===== config.mk =====
export PLATFORM = sky130hd
export DESIGN_NAME = osc_ctrl
export DESIGN_NICKNAME = d
export VERILOG_FILES = /design/src/design/osc_pkg.sv /design/src/design/osc_sw_if.sv /design/src/design/osc_sw.sv /design/src/design/osc_ctrl.sv
export SDC_FILE = /design/constraint.sdc
export NUM_CORES = 1
export LEC_CHECK = 0
export BUFFER_PORTS_ARGS = -buffer_cell sky130_fd_sc_hd__buf_4
export CAP_MARGIN = 10
export CORE_MARGIN = 2
export CORE_UTILIZATION = 50
export CTS_BUF_LIST = sky130_fd_sc_hd__clkbuf_8
export DETAILED_ROUTE_END_ITERATION = 10
export PLACE_DENSITY = 0.77
export SYNTH_ARGS = -nofsm -noshare
export SYNTH_HDL_FRONTEND = slang
export SYNTH_SLANG_ARGS = --single-unit

===== constraint.sdc =====
create_clock -name clk_sys -period 1.93 [get_ports clk_sys]
set_clock_uncertainty 0.2 [all_clocks]
set_input_delay 0.386 -clock clk_sys [delete_from_list [all_inputs] [get_ports clk_sys]]
set_output_delay 0.386 -clock clk_sys [all_outputs]
set_load 0.05 [all_outputs]

===== src/design/osc_pkg.sv =====
// Constants, field layouts, types and register map of the oscillator switch control block.
// Assumes a 200 MHz system clock and an Avalon-MM master with byte addressing.

package osc_pkg;

	// ----------------------------------------------------------------
	// Timing
	// ----------------------------------------------------------------
	localparam int CLK_PERIOD_PS  = 5000;
	localparam int LOCK_TIME_NS   = 2000;  // PLL start-up wait
	localparam int SETTLE_TIME_NS = 20;    // Clock gate settle time
	localparam int LOCK_CYC   = (LOCK_TIME_NS * 1000 + CLK_PERIOD_PS - 1) / CLK_PERIOD_PS;
	localparam int SETTLE_CYC = (SETTLE_TIME_NS * 1000 + CLK_PERIOD_PS - 1) / CLK_PERIOD_PS;
	localparam int LOCK_CNT_W   = 9;
	localparam int SETTLE_CNT_W = 3;

	// ----------------------------------------------------------------
	// Register map (byte offsets)
	// ----------------------------------------------------------------
	localparam int          ADDR_W       = 5;
	localparam logic [4:0]  OFS_OSC_CTRL = 5'h00;
	localparam logic [4:0]  OFS_CLK_DIV  = 5'h04;
	localparam logic [4:0]  OFS_TRAP     = 5'h08;
	localparam logic [4:0]  OFS_UNLOCK   = 5'h0C;
	localparam logic [4:0]  OFS_IRQ_STAT = 5'h10;
	localparam logic [4:0]  OFS_IRQ_MASK = 5'h14;
	localparam logic [15:0] UNLOCK_KEY1  = 16'h5A5A;
	localparam logic [15:0] UNLOCK_KEY2  = 16'hA5A5;

	// Oscillator control fields
	localparam int OSC_COSC_LSB = 12;
	localparam int OSC_NSRC_LSB = 8;
	localparam int OSC_LOCK_BIT = 5;
	localparam int OSC_FAIL_BIT = 3;
	localparam int OSC_SEC_BIT  = 1;
	localparam int OSC_SWEN_BIT = 0;

	// Clock divisor fields
	localparam int DIV_RECOV_BIT = 15;
	localparam int DIV_RATIO_LSB = 12;
	localparam int DIV_REN_BIT   = 11;
	localparam int DIV_LOW_W     = 11;

	// Trap control and interrupt status fields
	localparam int TRAP_OSCF_BIT = 1;
	localparam int IRQ_W         = 3;
	localparam int IRQ_FAIL_BIT  = 0;
	localparam int IRQ_SWDN_BIT  = 1;
	localparam int IRQ_TRAP_BIT  = 2;

	// ----------------------------------------------------------------
	// Types
	// ----------------------------------------------------------------
	typedef enum logic [2:0] {
		SRC_IRC     = 3'h0,
		SRC_IRC_PLL = 3'h1,
		SRC_PRI     = 3'h2,
		SRC_PRI_PLL = 3'h3,
		SRC_SEC     = 3'h4,
		SRC_LPRC    = 3'h5,
		SRC_RSVD    = 3'h6,
		SRC_IRC_DIV = 3'h7
	} osc_src_t;

	typedef enum logic [1:0] {
		SW_IDLE   = 2'h0,
		SW_WAIT   = 2'h1,
		SW_GATE   = 2'h2,
		SW_UNGATE = 2'h3
	} osc_sw_state_t;

endpackage


===== src/design/osc_sw_if.sv =====
// Interface between the register front end and the clock switch sequencer.
// Assumes both ends run on the same system clock.
`timescale 1ns/1ps

interface osc_sw_if;
	logic                  req;       // One-cycle switch request
	osc_pkg::osc_src_t     target;    // Requested source
	logic [7:0]            src_ready; // Synchronised per-source ready
	logic                  busy;      // Switch in progress
	logic                  done;      // One-cycle completion pulse
	osc_pkg::osc_src_t     cur_src;   // Source now running
	osc_pkg::osc_src_t     sel;       // Clock mux select
	logic                  gate_off;  // Clock output gated

	modport ctl (output req, target, src_ready, input busy, done, cur_src, sel, gate_off);
	modport sw  (input req, target, src_ready, output busy, done, cur_src, sel, gate_off);
endinterface


===== src/design/osc_sw.sv =====
// Clock switch sequencer: waits for the new source, gates, reselects, ungates.
// Assumes an external glitch-free mux driven by sel and gate_off.
`timescale 1ns/1ps

module osc_sw #(
	parameter osc_pkg::osc_src_t RESET_SRC = osc_pkg::SRC_IRC
) (
	input  wire logic clk_sys,
	input  wire logic srst,
	osc_sw_if.sw      sw
);
	import osc_pkg::*;

	typedef struct packed {
		osc_sw_state_t           state;
		osc_src_t                tgt;
		osc_src_t                cur;
		osc_src_t                sel;
		logic                    gate;
		logic [SETTLE_CNT_W-1:0] cnt;
		logic                    done;
	} osc_sw_st_t;

	osc_sw_st_t s_r;
	osc_sw_st_t s_nxt;

	localparam logic [SETTLE_CNT_W-1:0] SETTLE_LAST = SETTLE_CNT_W'(SETTLE_CYC - 1);

	// ----------------------------------------------------------------
	// Switch sequence
	// ----------------------------------------------------------------
	always_comb begin
		s_nxt      = s_r;
		s_nxt.done = 1'b0;
		unique case (s_r.state)
			SW_IDLE: begin
				if (sw.req) begin
					s_nxt.tgt   = sw.target;
					s_nxt.state = SW_WAIT;
				end
			end
			SW_WAIT: begin
				// Old clock keeps running until the new one reports ready
				if (sw.src_ready[s_r.tgt]) begin
					s_nxt.gate  = 1'b1;
					s_nxt.cnt   = '0;
					s_nxt.state = SW_GATE;
				end
			end
			SW_GATE: begin
				// Reselect only while the output is gated
				s_nxt.cnt = s_r.cnt + 1'b1;
				if (s_r.cnt == SETTLE_LAST) begin
					s_nxt.sel   = s_r.tgt;
					s_nxt.cur   = s_r.tgt;
					s_nxt.cnt   = '0;
					s_nxt.state = SW_UNGATE;
				end
			end
			SW_UNGATE: begin
				s_nxt.cnt = s_r.cnt + 1'b1;
				if (s_r.cnt == SETTLE_LAST) begin
					s_nxt.gate  = 1'b0;
					s_nxt.done  = 1'b1;
					s_nxt.state = SW_IDLE;
				end
			end
		endcase
	end

	// State register; power-on reset only
	always_ff @(posedge clk_sys) begin
		if (srst) begin
			s_r.state <= SW_IDLE;
			s_r.tgt   <= RESET_SRC;
			s_r.cur   <= RESET_SRC;
			s_r.sel   <= RESET_SRC;
			s_r.gate  <= 1'b0;
			s_r.cnt   <= '0;
			s_r.done  <= 1'b0;
		end else begin
			s_r <= s_nxt;
		end
	end

	// Outputs to the front end
	assign sw.busy     = (s_r.state != SW_IDLE);
	assign sw.done     = s_r.done;
	assign sw.cur_src  = s_r.cur;
	assign sw.sel      = s_r.sel;
	assign sw.gate_off = s_r.gate;

endmodule // osc_sw


===== src/design/osc_ctrl.sv =====
// Oscillator and clock switch control: Avalon-MM registers, unlock, fail flag,
// PLL lock flag, divisor interlocks, trap flag and interrupt.
// Assumes srst is the power-on reset; rst_warm carries every other reset source.
`timescale 1ns/1ps

module osc_ctrl #(
	parameter osc_pkg::osc_src_t RESET_SRC = osc_pkg::SRC_IRC
) (
	input  wire logic                       clk_sys,
	input  wire logic                       srst,
	input  wire logic                       rst_warm,
	input  wire logic [osc_pkg::ADDR_W-1:0] avs_address,
	input  wire logic                       avs_read,
	input  wire logic                       avs_write,
	input  wire logic [31:0]                avs_writedata,
	input  wire logic [3:0]                 avs_byteenable,
	output logic      [31:0]                avs_readdata,
	output logic                            avs_waitrequest,
	input  wire logic                       clk_fail_det,
	input  wire logic                       pll_lock_in,
	input  wire logic [7:0]                 src_ready,
	input  wire logic                       cfg_switch_en,
	input  wire logic                       cpu_irq_evt,
	output logic      [2:0]                 clk_sel,
	output logic                            clk_gate_off,
	output logic                            sec_osc_en,
	output logic                            osc_fail_trap,
	output logic                            irq
);
	import osc_pkg::*;

	// ----------------------------------------------------------------
	// State
	// ----------------------------------------------------------------
	typedef struct packed {
		osc_src_t              new_src;
		logic                  sec_en;
		logic                  clk_fail;
		logic                  swen;
		logic                  recov;
		logic [2:0]            ratio;
		logic                  ratio_en;
		logic [DIV_LOW_W-1:0]  div_low;
		logic                  trap_fail;
		logic [IRQ_W-1:0]      stat;
		logic [IRQ_W-1:0]      mask;
		logic [1:0]            ukey;
		logic                  lock;
		logic [LOCK_CNT_W-1:0] lock_cnt;
		logic                  sw_req;
		logic                  fail_s1;
		logic                  fail_s2;
		logic                  fail_d;
		logic                  lock_s1;
		logic                  lock_s2;
		logic [7:0]            rdy_s1;
		logic [7:0]            rdy_s2;
		logic                  cfg_s1;
		logic                  cfg_s2;
		logic                  wrst_s1;
		logic                  wrst_s2;
		logic                  wreq;
		logic [31:0]           rdata;
		logic                  irq;
	} osc_ctrl_st_t;

	osc_ctrl_st_t s_r;
	osc_ctrl_st_t s_nxt;

	osc_sw_if swi ();

	localparam logic [LOCK_CNT_W-1:0] LOCK_LAST = LOCK_CNT_W'(LOCK_CYC);
	localparam logic [1:0]            UK_IDLE   = 2'h0;
	localparam logic [1:0]            UK_HALF   = 2'h1;
	localparam logic [1:0]            UK_OPEN   = 2'h2;

	// ----------------------------------------------------------------
	// Helpers
	// ----------------------------------------------------------------
	// Merge the low two byte lanes of a write into a 16-bit register
	function automatic logic [15:0] be_merge(input logic [15:0] old_v,
	                                         input logic [31:0] wd,
	                                         input logic [3:0]  be);
		logic [15:0] v;
		v = old_v;
		if (be[0]) begin
			v[7:0] = wd[7:0];
		end
		if (be[1]) begin
			v[15:8] = wd[15:8];
		end
		return v;
	endfunction

	// True for the two sources that run through the PLL
	function automatic logic is_pll(input osc_src_t src);
		return (src == SRC_IRC_PLL) || (src == SRC_PRI_PLL);
	endfunction

	// Register read view
	function automatic logic [15:0] reg_view(input osc_ctrl_st_t st,
	                                         input logic [ADDR_W-1:0] a,
	                                         input osc_src_t cur);
		logic [15:0] v;
		v = '0;
		unique case ({a[ADDR_W-1:2], 2'b00})
			OFS_OSC_CTRL: begin
				v[OSC_COSC_LSB +: 3] = cur;
				v[OSC_NSRC_LSB +: 3] = st.new_src;
				v[OSC_LOCK_BIT]      = st.lock;
				v[OSC_FAIL_BIT]      = st.clk_fail;
				v[OSC_SEC_BIT]       = st.sec_en;
				v[OSC_SWEN_BIT]      = st.swen;
			end
			OFS_CLK_DIV: begin
				v = {st.recov, st.ratio, st.ratio_en, st.div_low};
			end
			OFS_TRAP: begin
				v[TRAP_OSCF_BIT] = st.trap_fail;
			end
			OFS_IRQ_STAT: begin
				v[IRQ_W-1:0] = st.stat;
			end
			OFS_IRQ_MASK: begin
				v[IRQ_W-1:0] = st.mask;
			end
			default: begin
				v = '0;
			end
		endcase
		return v;
	endfunction

	// ----------------------------------------------------------------
	// Next-state logic
	// ----------------------------------------------------------------
	always_comb begin
		logic [15:0]      wv;
		logic             wr_go;
		logic             rd_go;
		logic [ADDR_W-1:0] wa;
		logic             fail_evt;
		logic             fail_set;
		logic [IRQ_W-1:0] evt;
		wv       = '0;
		wr_go    = 1'b0;
		rd_go    = 1'b0;
		wa       = {avs_address[ADDR_W-1:2], 2'b00};
		fail_evt = 1'b0;
		fail_set = 1'b0;
		evt      = '0;
		s_nxt    = s_r;

		// Two-flop synchronisers for pins
		s_nxt.fail_s1 = clk_fail_det;
		s_nxt.fail_s2 = s_r.fail_s1;
		s_nxt.fail_d  = s_r.fail_s2;
		s_nxt.lock_s1 = pll_lock_in;
		s_nxt.lock_s2 = s_r.lock_s1;
		s_nxt.rdy_s1  = src_ready;
		s_nxt.rdy_s2  = s_r.rdy_s1;
		s_nxt.cfg_s1  = cfg_switch_en;
		s_nxt.cfg_s2  = s_r.cfg_s1;
		s_nxt.wrst_s1 = rst_warm;
		s_nxt.wrst_s2 = s_r.wrst_s1;
		s_nxt.sw_req  = 1'b0;

		// Bus: prepare with waitrequest high, commit on the low cycle
		if ((avs_read || avs_write) && s_r.wreq) begin
			s_nxt.rdata = {16'h0000, reg_view(s_r, avs_address, swi.cur_src)};
			s_nxt.wreq  = 1'b0;
		end else if (!s_r.wreq) begin
			s_nxt.wreq = 1'b1;
			wr_go      = avs_write;
			rd_go      = avs_read;
		end
		wv = be_merge(reg_view(s_r, avs_address, swi.cur_src), avs_writedata, avs_byteenable);

		// Fail monitor rising edge
		fail_evt = s_r.fail_s2 && !s_r.fail_d;
		fail_set = fail_evt;

		// Oscillator control write, honoured only straight after unlock
		if (wr_go && wa == OFS_OSC_CTRL && s_r.ukey == UK_OPEN) begin
			if (!s_r.swen) begin
				s_nxt.new_src = osc_src_t'(wv[OSC_NSRC_LSB +: 3]);
			end
			s_nxt.sec_en = wv[OSC_SEC_BIT];
			if (wv[OSC_FAIL_BIT]) begin
				fail_set = 1'b1;
			end else begin
				s_nxt.clk_fail = 1'b0;
			end
			if (wv[OSC_SWEN_BIT] && !s_r.swen && s_r.cfg_s2) begin
				s_nxt.swen   = 1'b1;
				s_nxt.sw_req = 1'b1;
			end
		end
		if (fail_set) begin
			s_nxt.clk_fail  = 1'b1;
			s_nxt.trap_fail = 1'b1;
		end

		// Unlock sequence: any other write closes it again
		if (wr_go) begin
			if (wa == OFS_UNLOCK && wv == UNLOCK_KEY1) begin
				s_nxt.ukey = UK_HALF;
			end else if (wa == OFS_UNLOCK && wv == UNLOCK_KEY2 && s_r.ukey == UK_HALF) begin
				s_nxt.ukey = UK_OPEN;
			end else begin
				s_nxt.ukey = UK_IDLE;
			end
		end

		// Divisor writes with ratio interlocks
		if (wr_go && wa == OFS_CLK_DIV) begin
			s_nxt.recov   = wv[DIV_RECOV_BIT];
			s_nxt.div_low = wv[DIV_LOW_W-1:0];
			if (!s_r.ratio_en) begin
				s_nxt.ratio = wv[DIV_RATIO_LSB +: 3];
			end
			s_nxt.ratio_en = wv[DIV_REN_BIT] && (s_r.ratio != 3'h0);
		end
		if (s_r.recov && cpu_irq_evt) begin
			s_nxt.ratio_en = 1'b0;
		end

		// Trap control: software may write, trap event wins
		if (wr_go && wa == OFS_TRAP) begin
			s_nxt.trap_fail = wv[TRAP_OSCF_BIT] || fail_set;
		end
		if (wr_go && wa == OFS_IRQ_MASK) begin
			s_nxt.mask = wv[IRQ_W-1:0];
		end

		// Switch completion clears the request bit
		if (swi.done) begin
			s_nxt.swen = 1'b0;
		end

		// Lock flag: PLL source running and locked or timer expired
		if (!is_pll(swi.cur_src) || swi.busy) begin
			s_nxt.lock_cnt = '0;
			s_nxt.lock     = 1'b0;
		end else begin
			if (s_r.lock_cnt != LOCK_LAST) begin
				s_nxt.lock_cnt = s_r.lock_cnt + 1'b1;
			end
			s_nxt.lock = s_r.lock_s2 || (s_r.lock_cnt == LOCK_LAST);
		end

		// Sticky status: read clears only what was reported, set wins
		evt[IRQ_FAIL_BIT] = fail_set;
		evt[IRQ_SWDN_BIT] = swi.done;
		evt[IRQ_TRAP_BIT] = fail_set;
		if (rd_go && wa == OFS_IRQ_STAT) begin
			s_nxt.stat = s_r.stat & ~s_r.rdata[IRQ_W-1:0];
		end
		s_nxt.stat = s_nxt.stat | evt;

		// Warm reset leaves oscillator control and divisor registers alone
		if (s_r.wrst_s2) begin
			s_nxt.trap_fail = 1'b0;
			s_nxt.stat    = '0;
			s_nxt.mask    = '0;
			s_nxt.ukey    = UK_IDLE;
		end
		s_nxt.irq = |(s_nxt.stat & s_nxt.mask);
	end

	// ----------------------------------------------------------------
	// State register
	// ----------------------------------------------------------------
	// Power-on reset returns every register to its default
	always_ff @(posedge clk_sys) begin
		if (srst) begin
			s_r         <= '0;
			s_r.new_src <= RESET_SRC;
			s_r.wreq    <= 1'b1;
		end else begin
			s_r <= s_nxt;
		end
	end

	// ----------------------------------------------------------------
	// Switch sequencer
	// ----------------------------------------------------------------
	assign swi.req       = s_r.sw_req;
	assign swi.target    = s_r.new_src;
	assign swi.src_ready = s_r.rdy_s2;

	osc_sw #(
		.RESET_SRC (RESET_SRC)
	) u_sw (
		.clk_sys (clk_sys),
		.srst    (srst),
		.sw      (swi.sw)
	);

	// Outputs, all from flip-flops
	assign avs_readdata    = s_r.rdata;
	assign avs_waitrequest = s_r.wreq;
	assign clk_sel         = swi.sel;
	assign clk_gate_off    = swi.gate_off;
	assign sec_osc_en      = s_r.sec_en;
	assign osc_fail_trap   = s_r.trap_fail;
	assign irq             = s_r.irq;

endmodule // osc_ctrl


### After elaboration in Yosys (flattened, before gate mapping)

Cells that the tools add are included.

* flip-flop bits (word level): 98
* input port bits: 58
* output and inout bits: 40
* logic and storage cells: 161

* add/sub/neg operators: 2
* order comparisons: 1
* equal/unequal tests: 22
* muxes and demuxes: 46
* bitwise logic cells: 8
* reduce and logical (&&, ||, !) cells: 47

Operator list (number)
* 8-bit 2-to-1 mux: 3
* 1-bit 2-to-1 mux: 19
* 16-bit by 15-bit == test with 1-bit output (second input constant): 1
* 16-bit == test (second input constant): 1
* 2-bit 2-to-1 mux: 8
* 1-bit logical AND: 15
* 2-bit AND reduction: 7
* 3-bit by 2-bit == test with 1-bit output (second input constant): 4
* 3-bit case mux with 2 select lines: 2
* 2-bit OR reduction: 6
* 9-bit by 1-bit adder with 9-bit output (second input constant): 1
* 9-bit == test (second input constant): 1
* 3-bit 2-to-1 mux: 3
* 9-bit != test (second input constant): 1
* 3-bit case mux with 3 select lines: 1
* 2-bit by 1-bit != test with 1-bit output (second input constant): 4
* 2-bit case mux with 4 select lines: 1
* 2-bit nonzero test: 4
* 3-bit bitwise AND: 2
* 2-bit == test (second input constant): 3
* 3-bit by 1-bit == test with 1-bit output (second input constant): 2
* 3-bit == test (second input constant): 2
* 1-bit case mux with 2 select lines: 3
* 3-bit nonzero test: 2
* 20 further kinds: 30

### Longest topological paths before layout

* depth in word-level cells: 12
* depth in mapped cells: 8
* mapped depth without buffers: 6

### By module

A second synthesis with hierarchy kept.

* cells, all modules: 540
* area, all modules: 4775.8 um^2

By module, submodules not included
* osc_ctrl: instances 1, cells an instance 442, area an instance 3893.7 um^2, sequential area each 1701.6 um^2
* osc_sw: instances 1, cells an instance 98, area an instance 882.1 um^2, sequential area each 260.2 um^2

### Worst setup path after synthesis

Ideal clock, no wire load.

* path type: input -> register
* start: input avs_address[2] (netlist name)
* end: register s_r[71] (netlist name)
* setup time: 69 ps
* arrival: 1851 ps
* data required time: 1661 ps
* path slack: -191 ps
* stages: 5
* path through: mux2_4 a22o_1 a221o_1 or4b_1 o21ai_1

* longest elaborated chain between the ends: 8

RTL lines
* start: declaration: RTL line osc_ctrl.sv:12 `input wire logic [osc_pkg::ADDR_W-1:0] avs_address,`
* 3-bit == test (tied with other cells): RTL line osc_ctrl.sv:106 `unique case ({a[ADDR_W-1:2], 2'b00})`
* 1-bit case mux with 5 select lines (tied with other cells): RTL line osc_ctrl.sv:106
* 8-bit 2-to-1 mux (on tied branches): RTL line osc_ctrl.sv:86, osc_ctrl.sv:89
* 16-bit == test: RTL line osc_ctrl.sv:208 `end else if (wa == OFS_UNLOCK && wv == UNLOCK_KEY2 && s_r.ukey == UK_HALF) begin`
* 1-bit logical AND (2 in a row): RTL line osc_ctrl.sv:208
* 2-bit 2-to-1 mux: RTL line osc_ctrl.sv:208
* 2-bit 2-to-1 mux (*): RTL line osc_ctrl.sv:206 `if (wa == OFS_UNLOCK && wv == UNLOCK_KEY1) begin`
* end signal: assignment: RTL line osc_ctrl.sv:281 `s_r <= s_nxt;`
* end: declaration: RTL line osc_ctrl.sv:67 `osc_ctrl_st_t s_r;`

Every way passes the cells marked *; elsewhere a longest branch is shown, timed or not.
A chain may end at the register's enable or synchronous reset.

### Worst setup path in the final report

* start: register s_r[73] (netlist name)
* end: register s_r[71] (netlist name)

* longest elaborated chain between the ends: 7

RTL lines
* 1-bit case mux with 5 select lines (*): RTL line osc_ctrl.sv:106
* 8-bit 2-to-1 mux (*): RTL line osc_ctrl.sv:86 `if (be[0]) begin`
* 16-bit == test: RTL line osc_ctrl.sv:208
* 1-bit logical AND (2 in a row): RTL line osc_ctrl.sv:208
* 2-bit 2-to-1 mux: RTL line osc_ctrl.sv:208
* 2-bit 2-to-1 mux (*): RTL line osc_ctrl.sv:206

Marks and branches as above.

==> results_dict.tcl <==
set metrics [dict create \
    die_h_um 99.6 \
    synth_compound_area_frac 0.146 \
    power_density_nw_per_um2 728 \
    htreeDepth 3 \
    synthFlopType "dfxtp_1" \
    hold_violations 0 \
    via_count 3858 \
    setup_slack_ns -0.0482 \
    synth_warnings 0 \
    ctsLongestPathBuffers 2 \
    irDropWorstVdd_v 0.000521 \
    drtIter0Drc 185 \
    p_leak_uw 0.00229 \
    syn_to_final_growth_pct 22.2 \
    path_max_fanout 2 \
    fin_crit_sh 1.02 \
    regArea_um2 1970 \
    hp-class "primary input to flip-flop" \
    tritoncts "done" \
    grt.total_usage 0.214 \
    period_needed_ns 1.98 \
    gr-total-overflow 0 \
    start_kind "flip-flop" \
    path_clk_slew_ns 0.10 \
    grt_pass1_vias 3714 \
    cts_made_buffers 9 \
    holdWs_ns 0.0273 \
    synth_top_family_by_area "simple AND/OR/NAND/NOR gates" \
    final_nets 684 \
    outcome "complete, but fails checks" \
    synth_adder_area_share 0.0274 \
    cp_cell_sequence "mux2_4 > a22o_1 > a221o_1 > or4b_1 > o21ai_1" \
    dpl.hpwl_um 7850 \
    grt_pass1_wl_um 17100 \
    synth_edf_count 0 \
    synthMuxAreaShare 0.0515 \
    postSynthAreaPerCell_um2 8.65 \
    die_area_um2 9910 \
    endpoint_kind "flip-flop" \
    regToRegStartpoint "s_r[73]$_SDFF_PP0_" \
    rows 34 \
    drt_first_pass_iters 5 \
    tns_ns -0.0482 \
    antenna_left 0 \
    dieWidth_um 99.6 \
    multi_input_area_um2 2290 \
    core_um2 8810 \
    violations "negative setup slack" \
    hold_start "src_ready[2]" \
    clock-sinks 98 \
    cts_root_buf "clkbuf_8" \
    worst_slew_margin_rel 0.629 \
    diodes 0 \
    required_ns 2.03 \
    gp_congestion 0.927 \
    startpoint "s_r[73]$_SDFF_PP0_" \
    worst_pin_slew_ns 0.556 \
    drc 0 \
    rsz0062_at_grt "yes" \
    insertion_delay_ns 0.36 \
    power.total_uw 4060 \
    grt_max_degree 55 \
    crit_slowest_cell "or4b_1" \
    start_util 0.519 \
    maxCapViolCount 0 \
    setup_viol 1 \
    drive_gt1_frac 0.256 \
    avgViaCountPerCell 5.29 \
    portBuffers 61 \
    wl_per_cell_um 14.2 \
    synthSimpleGateAreaFrac 0.238 \
    ioPinCount 98 \
    routed_wl_um 10300 \
    place_ws_ns -0.303 \
    synth_cells 528 \
    synth_xor_area_frac 0.0134 \
    postCtsSetupRepairBufs 0 \
    async_flop_share 0 \
    slew_violations 0 \
    fill_cells 781 \
    ys_seq_area_frac 0.430 \
    max_stage_delay_ns 0.50 \
    synth.distinct_cells 62 \
    fmax_mhz 506 \
    synth-seq-cells 98 \
    antenna_found_initial 0 \
    crit_type "flip-flop to flip-flop" \
    synthesis.area_um2 4570 \
    cp.arrival_ns 2.08 \
]
==> where the power goes <==
| part | leakage (uW) | internal (uW) | switching, uW |
|---|---|---|---|
| registers | 0.000798 | 2070 | 26.8 |
| logic | 0.00139 | 286 | 402 |
| clock network | 0.000101 | 507 | 766 |
| total | 0.00229 | 2870 | 1200 |
==> metrics by stage <==
| stage | cell area (um^2) | util | cells |
|---|---|---|---|
| 2_1_floorplan | 4650 | - | 543 |
| 3_3_place_gp | 5340 | 0.606 | 712 |
| 3_5_place_dp | 5340 | 0.606 | 712 |
| 4_1_cts | 5550 | 0.630 | 729 |
| 5_1_grt | 5580 | 0.634 | 729 |
| 6_report | 5580 | 0.634 | 729 |
==> area by class of cell <==
cell class | count | area share
flip-flops and latches | 98 | 0.353
well taps | 108 | 0.0242
repair buffers | 122 | 0.167
multi-input cells | 369 | 0.411
inverters | 16 | 0.0108
clock inverters | 7 | 0.0126
clock buffers | 9 | 0.0222
==> layer usage <==
| metal | share of wire | track usage | routed length [um] | vias up |
|---|---|---|---|---|
| met4 | 0.012 | 0.0622 | 127 | 0 |
| met5 | 0 | 0 | 0 | - |
| met3 | 0.048 | 0.0457 | 494 | 10 |
| li1 | - | - | - | 1956 |
| met1 | 0.44 | 0.262 | 4530 | 1803 |
| met2 | 0.50 | 0.378 | 5200 | 89 |
==> critical path: cells and delay by family (launching register included) <==
| kind | cells | cell delay [ns] |
|---|---|---|
| mux | 1 | 0.25 |
| compound gates | 3 | 0.63 |
| simple gates | 1 | 0.50 |
| flops | 1 | 0.34 |
==> synthesized netlist by cell type, drive strengths merged (9+ instances only) <==
cell type	number	area share
nor3	19	0.021
nand2	36	0.030
mux2i	13	0.028
nor2b	32	0.044
ha	10	0.027
mux2	9	0.023
a211oi	10	0.016
dfxtp	98	0.43
clkbuf	20	0.016
buf	40	0.064
nand3	20	0.022
nor2	65	0.053
a22oi	11	0.018
a21oi	31	0.034
o21ai	13	0.014
inv	16	0.013
==> flip-flops by register name, summed over array words and instances (netlist names) <==
register / cells
avs_readdata: 16
avs_waitrequest: 1
irq: 1
osc_fail_trap: 1
s_nxt: 13
s_r: 40
sec_osc_en: 1
swi.req: 1
swi.src_ready: 8
swi.target: 3
u_sw.s_r: 8
u_sw.sw.cur_src: 3
u_sw.sw.done: 1
u_sw.sw.gate_off: 1
==> path summary, 6_finish.rpt <==
kind	end	slack [ns]	depth (start not counted)
max reg2reg	s_r[71]$_SDFFE_PP0P_	-0.05	5
max	s_r[71]$_SDFFE_PP0P_	-0.05	5
min reg2reg	s_r[54]$_SDFF_PP0_	0.24	1
min	s_nxt[40]$_SDFF_PP0_	0.03	2
==> repair_timing <==
action	4_1_cts	5_1_grt
endpoints found under the hold margin	1	0
endpoints found under the setup margin	4	14
hold buffers	1	0
gates resized for setup	2	8
==> cells in the final DEF, fill, tap and decap left out, drive strengths merged, types with 9 or more instances in the layout <==
cell / instances
mux2: 9
nor3: 19
o21ai: 13
buf: 121
dfxtp: 98
mux2i: 13
nor2b: 32
a22oi: 11
inv: 20
nand3: 20
a211oi: 10
conb: 16
a21oi: 31
nor2: 65
clkbuf: 9
ha: 10
nand2: 36
==> logic make-up (layout without fill, tap and decap cells) <==
family	Yosys count	count (layout)
adder cells (fa/ha/maj)	10	10
XOR/XNOR	7	7
multiplexers	22	22
other	1	16
AND/OR/NAND/NOR	213	213
buffers and inverters	76	154
flip-flops	98	98
AO/OA/AOI/OAI	101	101
Note: power is estimated with default switching activity, not from simulation.
